[src/hdl/gas_pkg.sv]
// Constants, register map and carrier types for the pin and alert block.
// Assumes a single 20 MHz core clock and a byte-wide register port.
package gas_pkg;

  // Clock period and pulse widths
  localparam int unsigned CLK_PERIOD_NS = 50;
  localparam int unsigned PULSE_LONG_US = 128;
  localparam int unsigned PULSE_SHORT_US = 16;
  localparam int unsigned PULSE_LONG_CYC = (PULSE_LONG_US * 1000) / CLK_PERIOD_NS;
  localparam int unsigned PULSE_SHORT_CYC = (PULSE_SHORT_US * 1000) / CLK_PERIOD_NS;
  localparam int unsigned PCNT_W = 12;

  // Register offsets
  localparam logic [7:0] ADDR_ADC_STATUS = 8'h32;
  localparam logic [7:0] ADDR_ALERT_EN = 8'h93;
  localparam logic [7:0] ADDR_FAULT = 8'h94;
  localparam logic [7:0] ADDR_PIN_STATE = 8'h95;
  localparam logic [7:0] ADDR_PIN_IO = 8'h96;
  localparam logic [7:0] ADDR_PIN4_CTRL = 8'h97;

  // Field positions
  localparam int unsigned B_WAKE = 4;
  localparam int unsigned B_IN1 = 3;
  localparam int unsigned B_IN3 = 1;
  localparam int unsigned B_OUT1 = 7;
  localparam int unsigned B_OUT2 = 6;
  localparam int unsigned B_P3CFG_HI = 5;
  localparam int unsigned B_P3CFG_LO = 4;
  localparam int unsigned B_POL1 = 3;
  localparam int unsigned B_POL3 = 1;
  localparam int unsigned B_OUT3 = 0;
  localparam int unsigned B_ALERT_FLAG = 7;
  localparam int unsigned B_OUT4 = 6;

  // Writable masks (reserved bits excluded)
  localparam logic [7:0] MASK_ALERT_EN = 8'hde;
  localparam logic [7:0] MASK_FAULT = 8'h1e;
  localparam logic [7:0] MASK_PIN4 = 8'hc0;

  // Reset values
  localparam logic [7:0] RST_ALERT_EN = 8'h00;
  localparam logic [7:0] RST_FAULT = 8'h00;
  localparam logic [7:0] RST_PIN_IO = 8'h03;
  localparam logic [7:0] RST_PIN4 = 8'h00;
  localparam logic [7:0] RD_UNMAPPED = 8'h00;

  // Pin 3 signalling modes
  localparam logic [1:0] P3_GPIO = 2'b00;
  localparam logic [1:0] P3_SHORT = 2'b01;
  localparam logic [1:0] P3_LONG = 2'b10;
  localparam logic [1:0] P3_HOLD = 2'b11;

  // Register access request from the serial engine
  typedef struct packed {
    logic       wr;
    logic       rd;
    logic [7:0] addr;
    logic [7:0] wdata;
  } gas_req_s;

  // Formatted result bytes, most significant byte first
  typedef struct packed {
    logic [15:0] pair;
    logic [23:0] triple;
  } gas_fmt_s;

endpackage : gas_pkg

[src/hdl/gas_regs.sv]
// Pin fault latches, pin control registers, pin 3 ready signalling and result byte formatting.
// Assumes the serial engine gives one-cycle read/write strobes on core_clk and pins are asynchronous.
`timescale 1ns/1ns
`default_nettype none

module gas_regs
(
  input  wire logic              core_clk,
  input  wire logic              srst,
  input  wire gas_pkg::gas_req_s req,
  output var  logic [7:0]        rdata,
  input  wire logic              control_register_b_wake_en,
  input  wire logic              control_register_b_alert_clr,
  input  wire logic              stuck_wake,
  input  wire logic              adc_ready,
  input  wire logic              other_alert,
  input  wire logic [3:0]        pin_in,
  output var  logic [3:0]        pin_out,
  output var  logic [3:0]        pin_oe_n,
  output var  logic              alert_flag,
  input  wire logic              mode_8bit,
  input  wire logic [11:0]       word_val,
  input  wire logic [23:0]       power_val,
  output var  gas_pkg::gas_fmt_s fmt
);
  import gas_pkg::*;

  ////////////////////////////////////////////////////////////////////////////
  // State
  logic [3:0]        sync1_q;
  logic [3:0]        sync2_q;
  logic [7:0]        alert_en_q;
  logic [7:0]        alert_en_d;
  logic [7:0]        fault_q;
  logic [7:0]        fault_d;
  logic [7:0]        pin_io_q;
  logic [7:0]        pin_io_d;
  logic [7:0]        pin4_q;
  logic [7:0]        pin4_d;
  logic [7:0]        rdata_q;
  logic [7:0]        rdata_d;
  logic              hold_q;
  logic              hold_d;
  logic [PCNT_W-1:0] pcnt_q;
  logic [PCNT_W-1:0] pcnt_d;
  logic [3:0]        oe_n_q;
  logic [3:0]        oe_n_d;
  logic [3:0]        pin_out_q;
  gas_fmt_s          fmt_q;
  gas_fmt_s          fmt_d;

  ////////////////////////////////////////////////////////////////////////////
  // Address decode
  // Unmapped addresses read back zero and take no writes
  wire sel_alert_en = req.addr == ADDR_ALERT_EN;
  wire sel_fault    = req.addr == ADDR_FAULT;
  wire sel_state    = req.addr == ADDR_PIN_STATE;
  wire sel_pin_io   = req.addr == ADDR_PIN_IO;
  wire sel_pin4     = req.addr == ADDR_PIN4_CTRL;
  wire wr_alert_en  = req.wr && sel_alert_en;
  wire wr_fault     = req.wr && sel_fault;
  wire wr_pin_io    = req.wr && sel_pin_io;
  wire wr_pin4      = req.wr && sel_pin4;
  wire rd_adc_stat  = req.rd && (req.addr == ADDR_ADC_STATUS);

  ////////////////////////////////////////////////////////////////////////////
  // Fault set conditions
  // Pins reach the latches only through the second synchroniser stage
  wire [2:0] pol      = pin_io_q[B_POL1:B_POL3];
  wire [2:0] pins_123 = sync2_q[3:1];
  wire [2:0] at_level = ~(pins_123 ^ pol);
  wire       wake_hit = stuck_wake && control_register_b_wake_en;

  // Set vector aligned to the fault register
  wire [7:0] fault_set = {3'h0, wake_hit, at_level, 1'b0};

  // Write zero clears; writing one keeps the bit
  wire [7:0] fault_clr = wr_fault ? (~req.wdata & MASK_FAULT) : 8'h00;

  // Alert generated by an enabled fault of this group or elsewhere
  // Taken from the set condition so the flag is not a cycle behind the fault
  wire own_alert = |(fault_set & alert_en_q & MASK_FAULT);
  wire any_alert = own_alert || other_alert;

  ////////////////////////////////////////////////////////////////////////////
  // Pin 3 ready signalling
  wire [1:0] p3_mode = pin_io_q[B_P3CFG_HI:B_P3CFG_LO];
  wire       pulse_on = pcnt_q != '0;

  // Pulse width for the selected mode
  wire [PCNT_W-1:0] pulse_len = (p3_mode == P3_LONG) ? PCNT_W'(PULSE_LONG_CYC) : PCNT_W'(PULSE_SHORT_CYC);

  ////////////////////////////////////////////////////////////////////////////
  // Alert enable register
  always_comb
  begin
    alert_en_d = alert_en_q;
    if (wr_alert_en)
    begin
      alert_en_d = req.wdata & MASK_ALERT_EN;
    end
  end

  // Fault latches, set wins over the clear
  // A zero written while the pin is still at level leaves the bit set
  always_comb
  begin
    fault_d = ((fault_q & ~fault_clr) | fault_set) & MASK_FAULT;
  end

  // Pin I/O control register
  always_comb
  begin
    pin_io_d = pin_io_q;
    if (wr_pin_io)
    begin
      pin_io_d = req.wdata;
    end
  end

  // Pin 4 control and the alert flag
  always_comb
  begin
    pin4_d = pin4_q;
    if (wr_pin4)
    begin
      pin4_d[B_OUT4] = req.wdata[B_OUT4];
      if (!req.wdata[B_ALERT_FLAG])
      begin
        pin4_d[B_ALERT_FLAG] = 1'b0;
      end
    end
    if (control_register_b_alert_clr)
    begin
      pin4_d[B_ALERT_FLAG] = 1'b0;
    end
    if (any_alert)
    begin
      pin4_d[B_ALERT_FLAG] = 1'b1;
    end
    pin4_d = pin4_d & MASK_PIN4;
  end

  // Hold-low latch and pulse timer for pin 3
  // A result during a running pulse is dropped, never stretching it
  // Leaving hold mode drops its latch and leaving both pulse modes drops the timer, so no stale pulse follows
  always_comb
  begin
    hold_d = hold_q;
    pcnt_d = pcnt_q;
    if (p3_mode != P3_HOLD)
    begin
      hold_d = 1'b0;
    end
    else
    begin
      if (rd_adc_stat)
      begin
        hold_d = 1'b0;
      end
      if (adc_ready)
      begin
        hold_d = 1'b1;
      end
    end
    if ((p3_mode == P3_LONG) || (p3_mode == P3_SHORT))
    begin
      if (pulse_on)
      begin
        pcnt_d = pcnt_q - PCNT_W'(1);
      end
      else if (adc_ready)
      begin
        pcnt_d = pulse_len;
      end
    end
    else
    begin
      pcnt_d = '0;
    end
  end

  // Pin drivers, low enable means pulling low
  // Mode bits pick what pulls pin 3; pins 1, 2 and 4 follow their bits
  always_comb
  begin
    oe_n_d[3] = ~pin_io_q[B_OUT1];
    oe_n_d[2] = ~pin_io_q[B_OUT2];
    oe_n_d[0] = ~pin4_q[B_OUT4];
    case (p3_mode)
      P3_GPIO:  oe_n_d[1] = ~pin_io_q[B_OUT3];
      P3_SHORT: oe_n_d[1] = ~pulse_on;
      P3_LONG:  oe_n_d[1] = ~pulse_on;
      P3_HOLD:  oe_n_d[1] = ~hold_q;
      default:  oe_n_d[1] = 1'b1;
    endcase
  end

  // Read data mux
  // Data holds between reads so the host may take it late
  always_comb
  begin
    rdata_d = rdata_q;
    if (req.rd)
    begin
      rdata_d = RD_UNMAPPED;
      if (sel_alert_en)
      begin
        rdata_d = alert_en_q;
      end
      if (sel_fault)
      begin
        rdata_d = fault_q;
      end
      if (sel_state)
      begin
        rdata_d = {4'h0, sync2_q};
      end
      if (sel_pin_io)
      begin
        rdata_d = pin_io_q;
      end
      if (sel_pin4)
      begin
        rdata_d = pin4_q;
      end
    end
  end

  // Result byte layout
  // Eight-bit mode keeps the low bits of the raw value
  always_comb
  begin
    if (mode_8bit)
    begin
      fmt_d.pair   = {word_val[7:0], 8'h00};
      fmt_d.triple = {power_val[15:0], 8'h00};
    end
    else
    begin
      fmt_d.pair   = {word_val, 4'h0};
      fmt_d.triple = power_val;
    end
  end

  ////////////////////////////////////////////////////////////////////////////
  // Pin synchroniser
  // Reset high, the idle level of the pulled-up pins
  always_ff @(posedge core_clk)
  begin
    if (srst)
    begin
      sync1_q <= 4'hf;
      sync2_q <= 4'hf;
    end
    else
    begin
      sync1_q <= pin_in;
      sync2_q <= sync1_q;
    end
  end

  // Register state
  // Pin I/O resets with pin 3 pulled low and alerting on high
  always_ff @(posedge core_clk)
  begin
    if (srst)
    begin
      alert_en_q <= RST_ALERT_EN;
      fault_q    <= RST_FAULT;
      pin_io_q   <= RST_PIN_IO;
      pin4_q     <= RST_PIN4;
    end
    else
    begin
      alert_en_q <= alert_en_d;
      fault_q    <= fault_d;
      pin_io_q   <= pin_io_d;
      pin4_q     <= pin4_d;
    end
  end

  // Pin 3 timing state
  always_ff @(posedge core_clk)
  begin
    if (srst)
    begin
      hold_q <= 1'b0;
      pcnt_q <= '0;
    end
    else
    begin
      hold_q <= hold_d;
      pcnt_q <= pcnt_d;
    end
  end

  // Output flops
  always_ff @(posedge core_clk)
  begin
    if (srst)
    begin
      oe_n_q  <= 4'hf;
      rdata_q <= 8'h00;
      fmt_q   <= '0;
      pin_out_q <= 4'h0;
    end
    else
    begin
      oe_n_q  <= oe_n_d;
      rdata_q <= rdata_d;
      fmt_q   <= fmt_d;
      pin_out_q <= 4'h0;  // Open-drain data stays zero; enables do the work
    end
  end

  ////////////////////////////////////////////////////////////////////////////
  // Outputs
  assign rdata      = rdata_q;
  assign pin_oe_n   = oe_n_q;
  assign pin_out    = pin_out_q;
  assign alert_flag = pin4_q[B_ALERT_FLAG];
  assign fmt        = fmt_q;

endmodule : gas_regs

`default_nettype wire

[config.mk]
export PLATFORM = sky130hd
export DESIGN_NAME = gas_regs
export DESIGN_NICKNAME = d
export VERILOG_FILES = /design/src/hdl/gas_pkg.sv /design/src/hdl/gas_regs.sv
export SDC_FILE = /design/constraint.sdc
export NUM_CORES = 1
export LEC_CHECK = 0
export BUFFER_PORTS_ARGS = -buffer_cell sky130_fd_sc_hd__buf_2
export CELL_PAD_IN_SITES_DETAIL_PLACEMENT = 0
export CELL_PAD_IN_SITES_GLOBAL_PLACEMENT = 2
export CORE_AREA = 4 4 115 117
export CTS_BUF_LIST = sky130_fd_sc_hd__clkbuf_8
export CTS_CLUSTER_DIAMETER = 200
export CTS_CLUSTER_SIZE = 40
export DETAILED_ROUTE_END_ITERATION = 7
export DIE_AREA = 0 0 119 121
export PLACE_DENSITY_LB_ADDON = 0.1
export SETUP_SLACK_MARGIN = 0.3
export SLEW_MARGIN = 0
export SYNTH_ARGS = -nofsm -noshare
export SYNTH_HDL_FRONTEND = slang
export SYNTH_SLANG_ARGS = --single-unit
[constraint.sdc]
create_clock -name core_clk -period 2.7 [get_ports core_clk]
set_input_delay 0.81 -clock core_clk [delete_from_list [all_inputs] [get_ports core_clk]]
set_output_delay 0.81 -clock core_clk [all_outputs]
set_load 0.01 [all_outputs]
==> impl_metrics.json, run 1 <==
{
  "leakage_nw": 2.03,
  "setup_viol": 0,
  "die_h_microns": 121,
  "numCtsBuffers": 9,
  "dp_hpwl_microns": 7250,
  "drive_above_1_share_pct": 31.8,
  "slowest_delay_ns": 0.63,
  "critical_path.top_delay_family": "simple AND/OR/NAND/NOR gates",
  "drtAntennaViolNets": 0,
  "hp-start": "pin_io_q[6]",
  "postCtsSetupRepairBufs": 0,
  "synth_area_sq_um": 3570,
  "p_sw_share_pct": 24.3,
  "synth_cell_types": 52,
  "via_per_inst": 4.51,
  "grt_max_degree": 33,
  "antenna_found_initial": 1,
  "coreArea_sq_um": 12400,
  "grt_pass1_wl_microns": 15400,
  "grt_use_total_pct": 13.6,
  "hp-class": "reg2reg",
  "cts-htree-levels": 3,
  "firstDrtPassIters": 4,
  "startpoint_type": "flop",
  "final_nets": 554,
  "dr_total_vias": 2974,
  "drt-total-wl_microns": 9620,
  "yosysMostFrequentCell": "dfxtp_1",
  "synth_flop_cell": "dfxtp_1",
  "min_period_ns": 2.18,
  "p_comb_share_pct": 9.5,
  "num_rows": 41,
  "cp_max_fo": 7,
  "crit_chain": "or4_1, or4_1, or3_1, a21oi_2",
  "slew_violations": 0,
  "grt_overflow": 0,
  "finalWeightedCongestion": 0.794,
  "fin_area_sq_um": 4520,
  "start_util_pct": 28.9,
  "ys_async_sr_fraction_pct": 0,
  "ys_top_cells_by_count": "dfxtp_1 (89), nor2_1 (44), mux2i_1 (43)",
  "clockBufferDepth": 2,
  "die-area_sq_um": 14400,
  "sequentialPowerShare_pct": 54.2,
  "arrival_ns": 2.47,
  "cellPowerDensity_nw_per_um2": 557,
  "boundaryPins": 123,
  "netlist_instances": 366,
  "hold_viol_final": 0,
  "status": "complete, no violations",
  "grt_pass1_vias": 3022,
  "rr_startpoint": "pcnt_q[2]",
  "rsz0062_at_grt": "false",
  "p_total_mw": 2.52,
  "p_int_mw": 1.91,
  "startpoint": "pcnt_q[2]",
  "timing.critical_path.buf_inv": 0,
  "clk_pin_slew_ns": 0.09,
  "clock_skew_ns": 0.00810,
  "cts_resized": 0,
  "p_clk_share_pct": 36.3,
  "ys_seq_elements": 89,
  "antenna_cells": 0,
  "cts_tree": "built",
  "io_buffers": 114,
  "cts_sinks": 89,
  "max_freq_mhz": 458,
  "avgRoutedWirePerCell_microns": 14.6,
  "ys_top_cells_by_area": "dfxtp_1 (50%), mux2i_1 (12%), nor2_1 (4.6%), a21oi_1 (2.4%), and2_1 (2.3%)",
  "yosysTopAreaCell": "dfxtp_1",
  "clockRootBuffer": "clkbuf_8",
  "fin_crit_sh_pct": 80.9,
  "hold_buffers": 0,
  "r2r_cells": 4,
  "ys_warn_count": 0,
  "cp.required_ns": 2.98,
  "chipWidth_microns": 119,
  "synth-edff-count": 0,
  "yosysTopAreaCellShare_pct": 49.9,
  "area_growth_syn_to_layout_pct": 26.8,
  "critPathKind": "reg2reg",
  "hold_depth": 1,
  "reg2reg_slack_ns": 0.52,
  "ir_drop_mv": 0.228,
  "tns_ns": 0,
  "post_dp_cell_area_sq_um": 4330,
  "maxCapViolCount": 0,
  "drc_errors": 0,
  "syn_area_per_cell_sq_um": 9.75,
  "switching_power_uw": 613,
  "cp-end-kind": "flop",
  "cp_slowest_cell": "or4_1",
  "cp.depth": 4,
  "crit_top_cell": "or4_1",
  "worst_skew_pair.late_latency_ns": 0.35,
  "yosysSeqAreaShare_pct": 49.9,
  "first_iter_violations": 133
}
## per-stage QoR
| step | worst slack (ns) | instances | util [%] | hold WS (ns) |
|---|---|---|---|---|
| 2_1_floorplan | 0.334 | 373 | - | 0.370 |
| 3_3_place_gp | 0.446 | 644 | 35.0 | 0.394 |
| 3_5_place_dp | 0.399 | 644 | 35.0 | 0.385 |
| 4_1_cts | 0.504 | 660 | 36.6 | 0.407 |
| 5_1_grt | 0.393 | 660 | 36.6 | 0.430 |
| 6_report | 0.516 | 660 | 36.6 | 0.409 |
## flip-flops by register name (all words and copies together), names as in the netlist, 2 cells and up
signal      cells
sync2_q         4
pin_oe_n        4
pin4_q          2
sync1_q         4
fault_q         4
alert_en_q      6
pcnt_q         12
fmt            36
rdata           8
pin_io_q        8
## power groups by stage
stage | Sequential, mW | Clock (mW) | Combinational, mW
global placement | 1.40 | 0 | 0.243
global route | 1.37 | 1.02 | 0.266
detailed placement | 1.40 | 0 | 0.243
CTS | 1.37 | 0.968 | 0.243
finish | 1.37 | 0.916 | 0.238
floorplan | 1.41 | 0 | 0.111
## kinds of logic (layout without fill, tap and decap cells)
logic type	Yosys count	after routing	share of synthesized area, %
compound gates	53	53	10.3
mux	44	44	12.4
flops	89	89	49.9
simple gates	132	132	19.4
fa+ha+maj	5	5	1.75
buf+inv	36	151	4.66
xor+xnor	6	6	1.47
other cells	1	8	0.105
## final timing paths
check | endpoint
worst max register to register | pcnt_q[1]
worst min register to register | pin_oe_n[2]
worst max-delay path | pcnt_q[1]
worst min-delay path | pin_oe_n[2]
## area by class of cell
type                    count  area, sq um
inverters                  12         45.0
clock buffers              10          138
fillers                  1322         7840
multi-input cells         248         1650
flip-flops and latches     89         1780
well taps                 172          215
clock inverters             6         60.1
repair buffers            123          638
## metal layers
| layer | wire length, microns | track usage, % |
|---|---|---|
| met5 | 13 | 0 |
| met4 | 151 | 5.87 |
| met3 | 878 | 5.87 |
| met2 | 4290 | 21.2 |
| met1 | 4290 | 16.4 |
## cells in the final DEF (no fill, tap or decap), types with 4 or more instances in the layout
| master | count |
|---|---|
| inv_1 | 13 |
| clkbuf_8 | 10 |
| nor2b_1 | 6 |
| nand2_1 | 21 |
| buf_2 | 114 |
| buf_4 | 9 |
| or3_1 | 4 |
| dfxtp_1 | 89 |
| or2_2 | 9 |
| xor2_1 | 4 |
| o41ai_1 | 4 |
| nand2b_1 | 4 |
| nand3_1 | 4 |
| a22o_1 | 6 |
| a22oi_1 | 4 |
| and2_1 | 13 |
| nor2_1 | 44 |
| a21oi_1 | 17 |
| nor3_1 | 6 |
| conb_1 | 8 |
| mux2i_1 | 43 |
| ha_1 | 5 |
## worst register-to-register path, delay by kind of cell, from the launching register on
family	cells	cell delay [ns]
flip-flops	1	0.35
AO/OA/AOI/OAI	1	0.13
AND/OR/NAND/NOR	3	1.63
(Power assumes the default switching activity.)
==> run 2, diff against run 1 <==
--- a/config.mk
+++ b/config.mk
@@ -5,15 +5,16 @@
 export SDC_FILE = /design/constraint.sdc
 export NUM_CORES = 1
 export LEC_CHECK = 0
+export ABC_AREA = 1
 export BUFFER_PORTS_ARGS = -buffer_cell sky130_fd_sc_hd__buf_2
 export CELL_PAD_IN_SITES_DETAIL_PLACEMENT = 0
 export CELL_PAD_IN_SITES_GLOBAL_PLACEMENT = 2
-export CORE_AREA = 4 4 115 117
+export CORE_AREA = 4 4 120 122
 export CTS_BUF_LIST = sky130_fd_sc_hd__clkbuf_8
 export CTS_CLUSTER_DIAMETER = 200
 export CTS_CLUSTER_SIZE = 40
 export DETAILED_ROUTE_END_ITERATION = 7
-export DIE_AREA = 0 0 119 121
+export DIE_AREA = 0 0 124 126
 export PLACE_DENSITY_LB_ADDON = 0.1
 export SETUP_SLACK_MARGIN = 0.3
 export SLEW_MARGIN = 0
==> constraint.sdc (replaced) <==
create_clock -name core_clk -period 2.12 [get_ports core_clk]
set_input_delay 0.636 -clock core_clk [delete_from_list [all_inputs] [get_ports core_clk]]
set_output_delay 0.636 -clock core_clk [all_outputs]
set_load 0.01 [all_outputs]
==> run 2 against run 1 <==
- critical path depth up 2
- clock skew up 0.0035 ns
- highest routed layer is now met4
- flip-flop and latch count unchanged
- wire length up 12%
- setup slack worse by 0.046 ns
- global-route usage up 0.42 points
- largest power group unchanged
- utilization down 1.3 points
- sequential share of layout area down 1.1 points
==> impl_metrics.json, run 2 <==
{
  "top_layer": "met4",
  "dp_hpwl_microns": 8440,
  "ys_async_sr_fraction_pct": 0,
  "syn_area_per_cell_sq_um": 7.87,
  "die-area_sq_um": 15600,
  "yosysTopAreaCell": "dfxtp_1",
  "first_iter_violations": 220,
  "finalWorstSetupSlack_ns": 0.469,
  "status": "complete, no violations",
  "ys_top_cells_by_area": "dfxtp_1 (47%), nor2_1 (7.3%), nand2_1 (6.3%), inv_1 (5.2%), a21oi_1 (4.8%)",
  "tns_ns": 0,
  "arrival_ns": 1.94,
  "postCtsSetupRepairBufs": 0,
  "avgRoutedWirePerCell_microns": 13.9,
  "hp-class": "reg2reg",
  "grt_pass1_wl_microns": 16700,
  "pre_cts_slack_ns": 0.145,
  "drive_above_1_share_pct": 30.0,
  "synth-edff-count": 0,
  "yosysTopAreaCellShare_pct": 47.3,
  "holdWs_ns": 0.413,
  "layout_commonest_cell": "buf_2",
  "finalWeightedCongestion": 0.790,
  "hold_viol_final": 0,
  "dr_total_vias": 3339,
  "setup_viol": 0,
  "synth_flop_cell": "dfxtp_1",
  "firstDrtPassIters": 4,
  "synth_cell_types": 39,
  "fin_crit_sh_pct": 77.9,
  "chipWidth_microns": 124,
  "area_growth_syn_to_layout_pct": 23.6,
  "critPathKind": "reg2reg",
  "worst_skew_pair.late_latency_ns": 0.38,
  "clockBufferDepth": 2,
  "drt-total-wl_microns": 10800,
  "most-common-layout-cells": "buf_2 (114), dfxtp_1 (89), nor2_1 (73)",
  "drtAntennaViolNets": 0,
  "clock_skew_ns": 0.0116,
  "cp-end-kind": "flop",
  "boundaryPins": 123,
  "via_per_inst": 4.32,
  "largest_register_ffs": 36,
  "startpoint_type": "flop",
  "io_buffers": 114,
  "slew_violations": 0,
  "met3_length_microns": 634,
  "rsz0062_at_grt": "false",
  "ys_warn_count": 0,
  "antenna_cells": 0,
  "coreArea_sq_um": 13200,
  "ys_top_cells_by_count": "dfxtp_1 (89), nor2_1 (73), nand2_1 (63)",
  "cts_tree": "built",
  "ir_drop_mv": 0.211,
  "yosysSeqAreaShare_pct": 47.3,
  "num_rows": 42,
  "numCtsBuffers": 9,
  "min_period_ns": 1.65,
  "grt_pass1_vias": 3313,
  "cts_sinks": 89,
  "synth_area_sq_um": 3770,
  "dr_wl_met2_microns": 5140,
  "max_freq_mhz": 606,
  "final_nets": 665,
  "antenna_found_initial": 0,
  "cp_max_fo": 10,
  "clk_pin_slew_ns": 0.09,
  "cp.required_ns": 2.41,
  "cellPowerDensity_nw_per_um2": 669,
  "grt_use_total_pct": 14.0,
  "netlist_instances": 479,
  "die_h_microns": 126,
  "cts-htree-levels": 3,
  "yosysMostFrequentCell": "dfxtp_1",
  "grt_overflow": 0,
  "leakage_nw": 2.31,
  "grt_max_degree": 38,
  "m1WireLength_microns": 4680,
  "start_util_pct": 28.6,
  "drc_errors": 0,
  "clockRootBuffer": "clkbuf_8",
  "ys_seq_elements": 89,
  "maxCapViolCount": 0
}
==> run 2: logic make-up after synthesis <==
| family | share of synthesized area (%) |
|---|---|
| AND/OR/NAND/NOR | 25.8 |
| flip-flops | 47.3 |
| AO/OA/AOI/OAI | 14.0 |
| other | 0.0995 |
| buffers and inverters | 9.56 |
| XOR/XNOR | 1.63 |
| adder cells (fa/ha/maj) | 1.66 |
==> run 2: timing repair <==
action,4_1_cts,5_1_grt
setup endpoints to repair,0,2
hold endpoints to repair,0,0
hold buffers,0,0
gates resized for setup,0,1
==> run 2: final timing paths <==
check             slack [ns]  cells after the start          to        start
setup / recovery        0.47                      6   pcnt_q[4]  pin_io_q[5]
hold / removal          0.41                      1  sync2_q[1]   sync1_q[1]
setup reg to reg        0.47                      6   pcnt_q[4]  pin_io_q[5]
hold reg to reg         0.41                      1  sync2_q[1]   sync1_q[1]
==> run 2: area by class of cell <==
cell class / instances / area (sq um)
fill: 1478 / 8530
sequential: 89 / 1780
multi-input combinational: 318 / 1660
timing repair buffer: 121 / 623
tap: 176 / 220
inverter: 55 / 206
clock buffer: 10 / 138
clock inverter: 4 / 31.3
==> run 2: stage by stage <==
stage / util, % / total power [mW] / cell area [sq um] / cells
after floorplan: - / 1.94 / 3800 / 486
after global placement: 34.0 / 2.09 / 4490 / 759
after detailed placement: 34.0 / 2.09 / 4490 / 759
after CTS: 35.3 / 3.19 / 4650 / 773
after global routing: 35.3 / 3.28 / 4660 / 773
final: 35.3 / 3.12 / 4660 / 773
==> run 2: critical path, cell delays in order (launching register included) <==
cell	delay, ns
dfxtp_1	0.40
inv_1	0.09
ha_1	0.28
inv_1	0.05
nor2_1	0.13
clkinv_1	0.32
a211oi_1	0.29
==> run 2: per-layer routing <==
layer / up-vias / track usage [%]
met5: - / 0
met4: 0 / 7.41
met3: 17 / 3.00
met2: 80 / 23.4
met1: 1499 / 16.8
li1: 1743 / -
==> run 2: where the power goes <==
group          switching (mW)  total (mW)  internal (mW)  leakage (nW)
logic                   0.184       0.304          0.120          1.49
clock network           0.621        1.07          0.449        0.0882
registers              0.0181        1.74           1.73         0.730
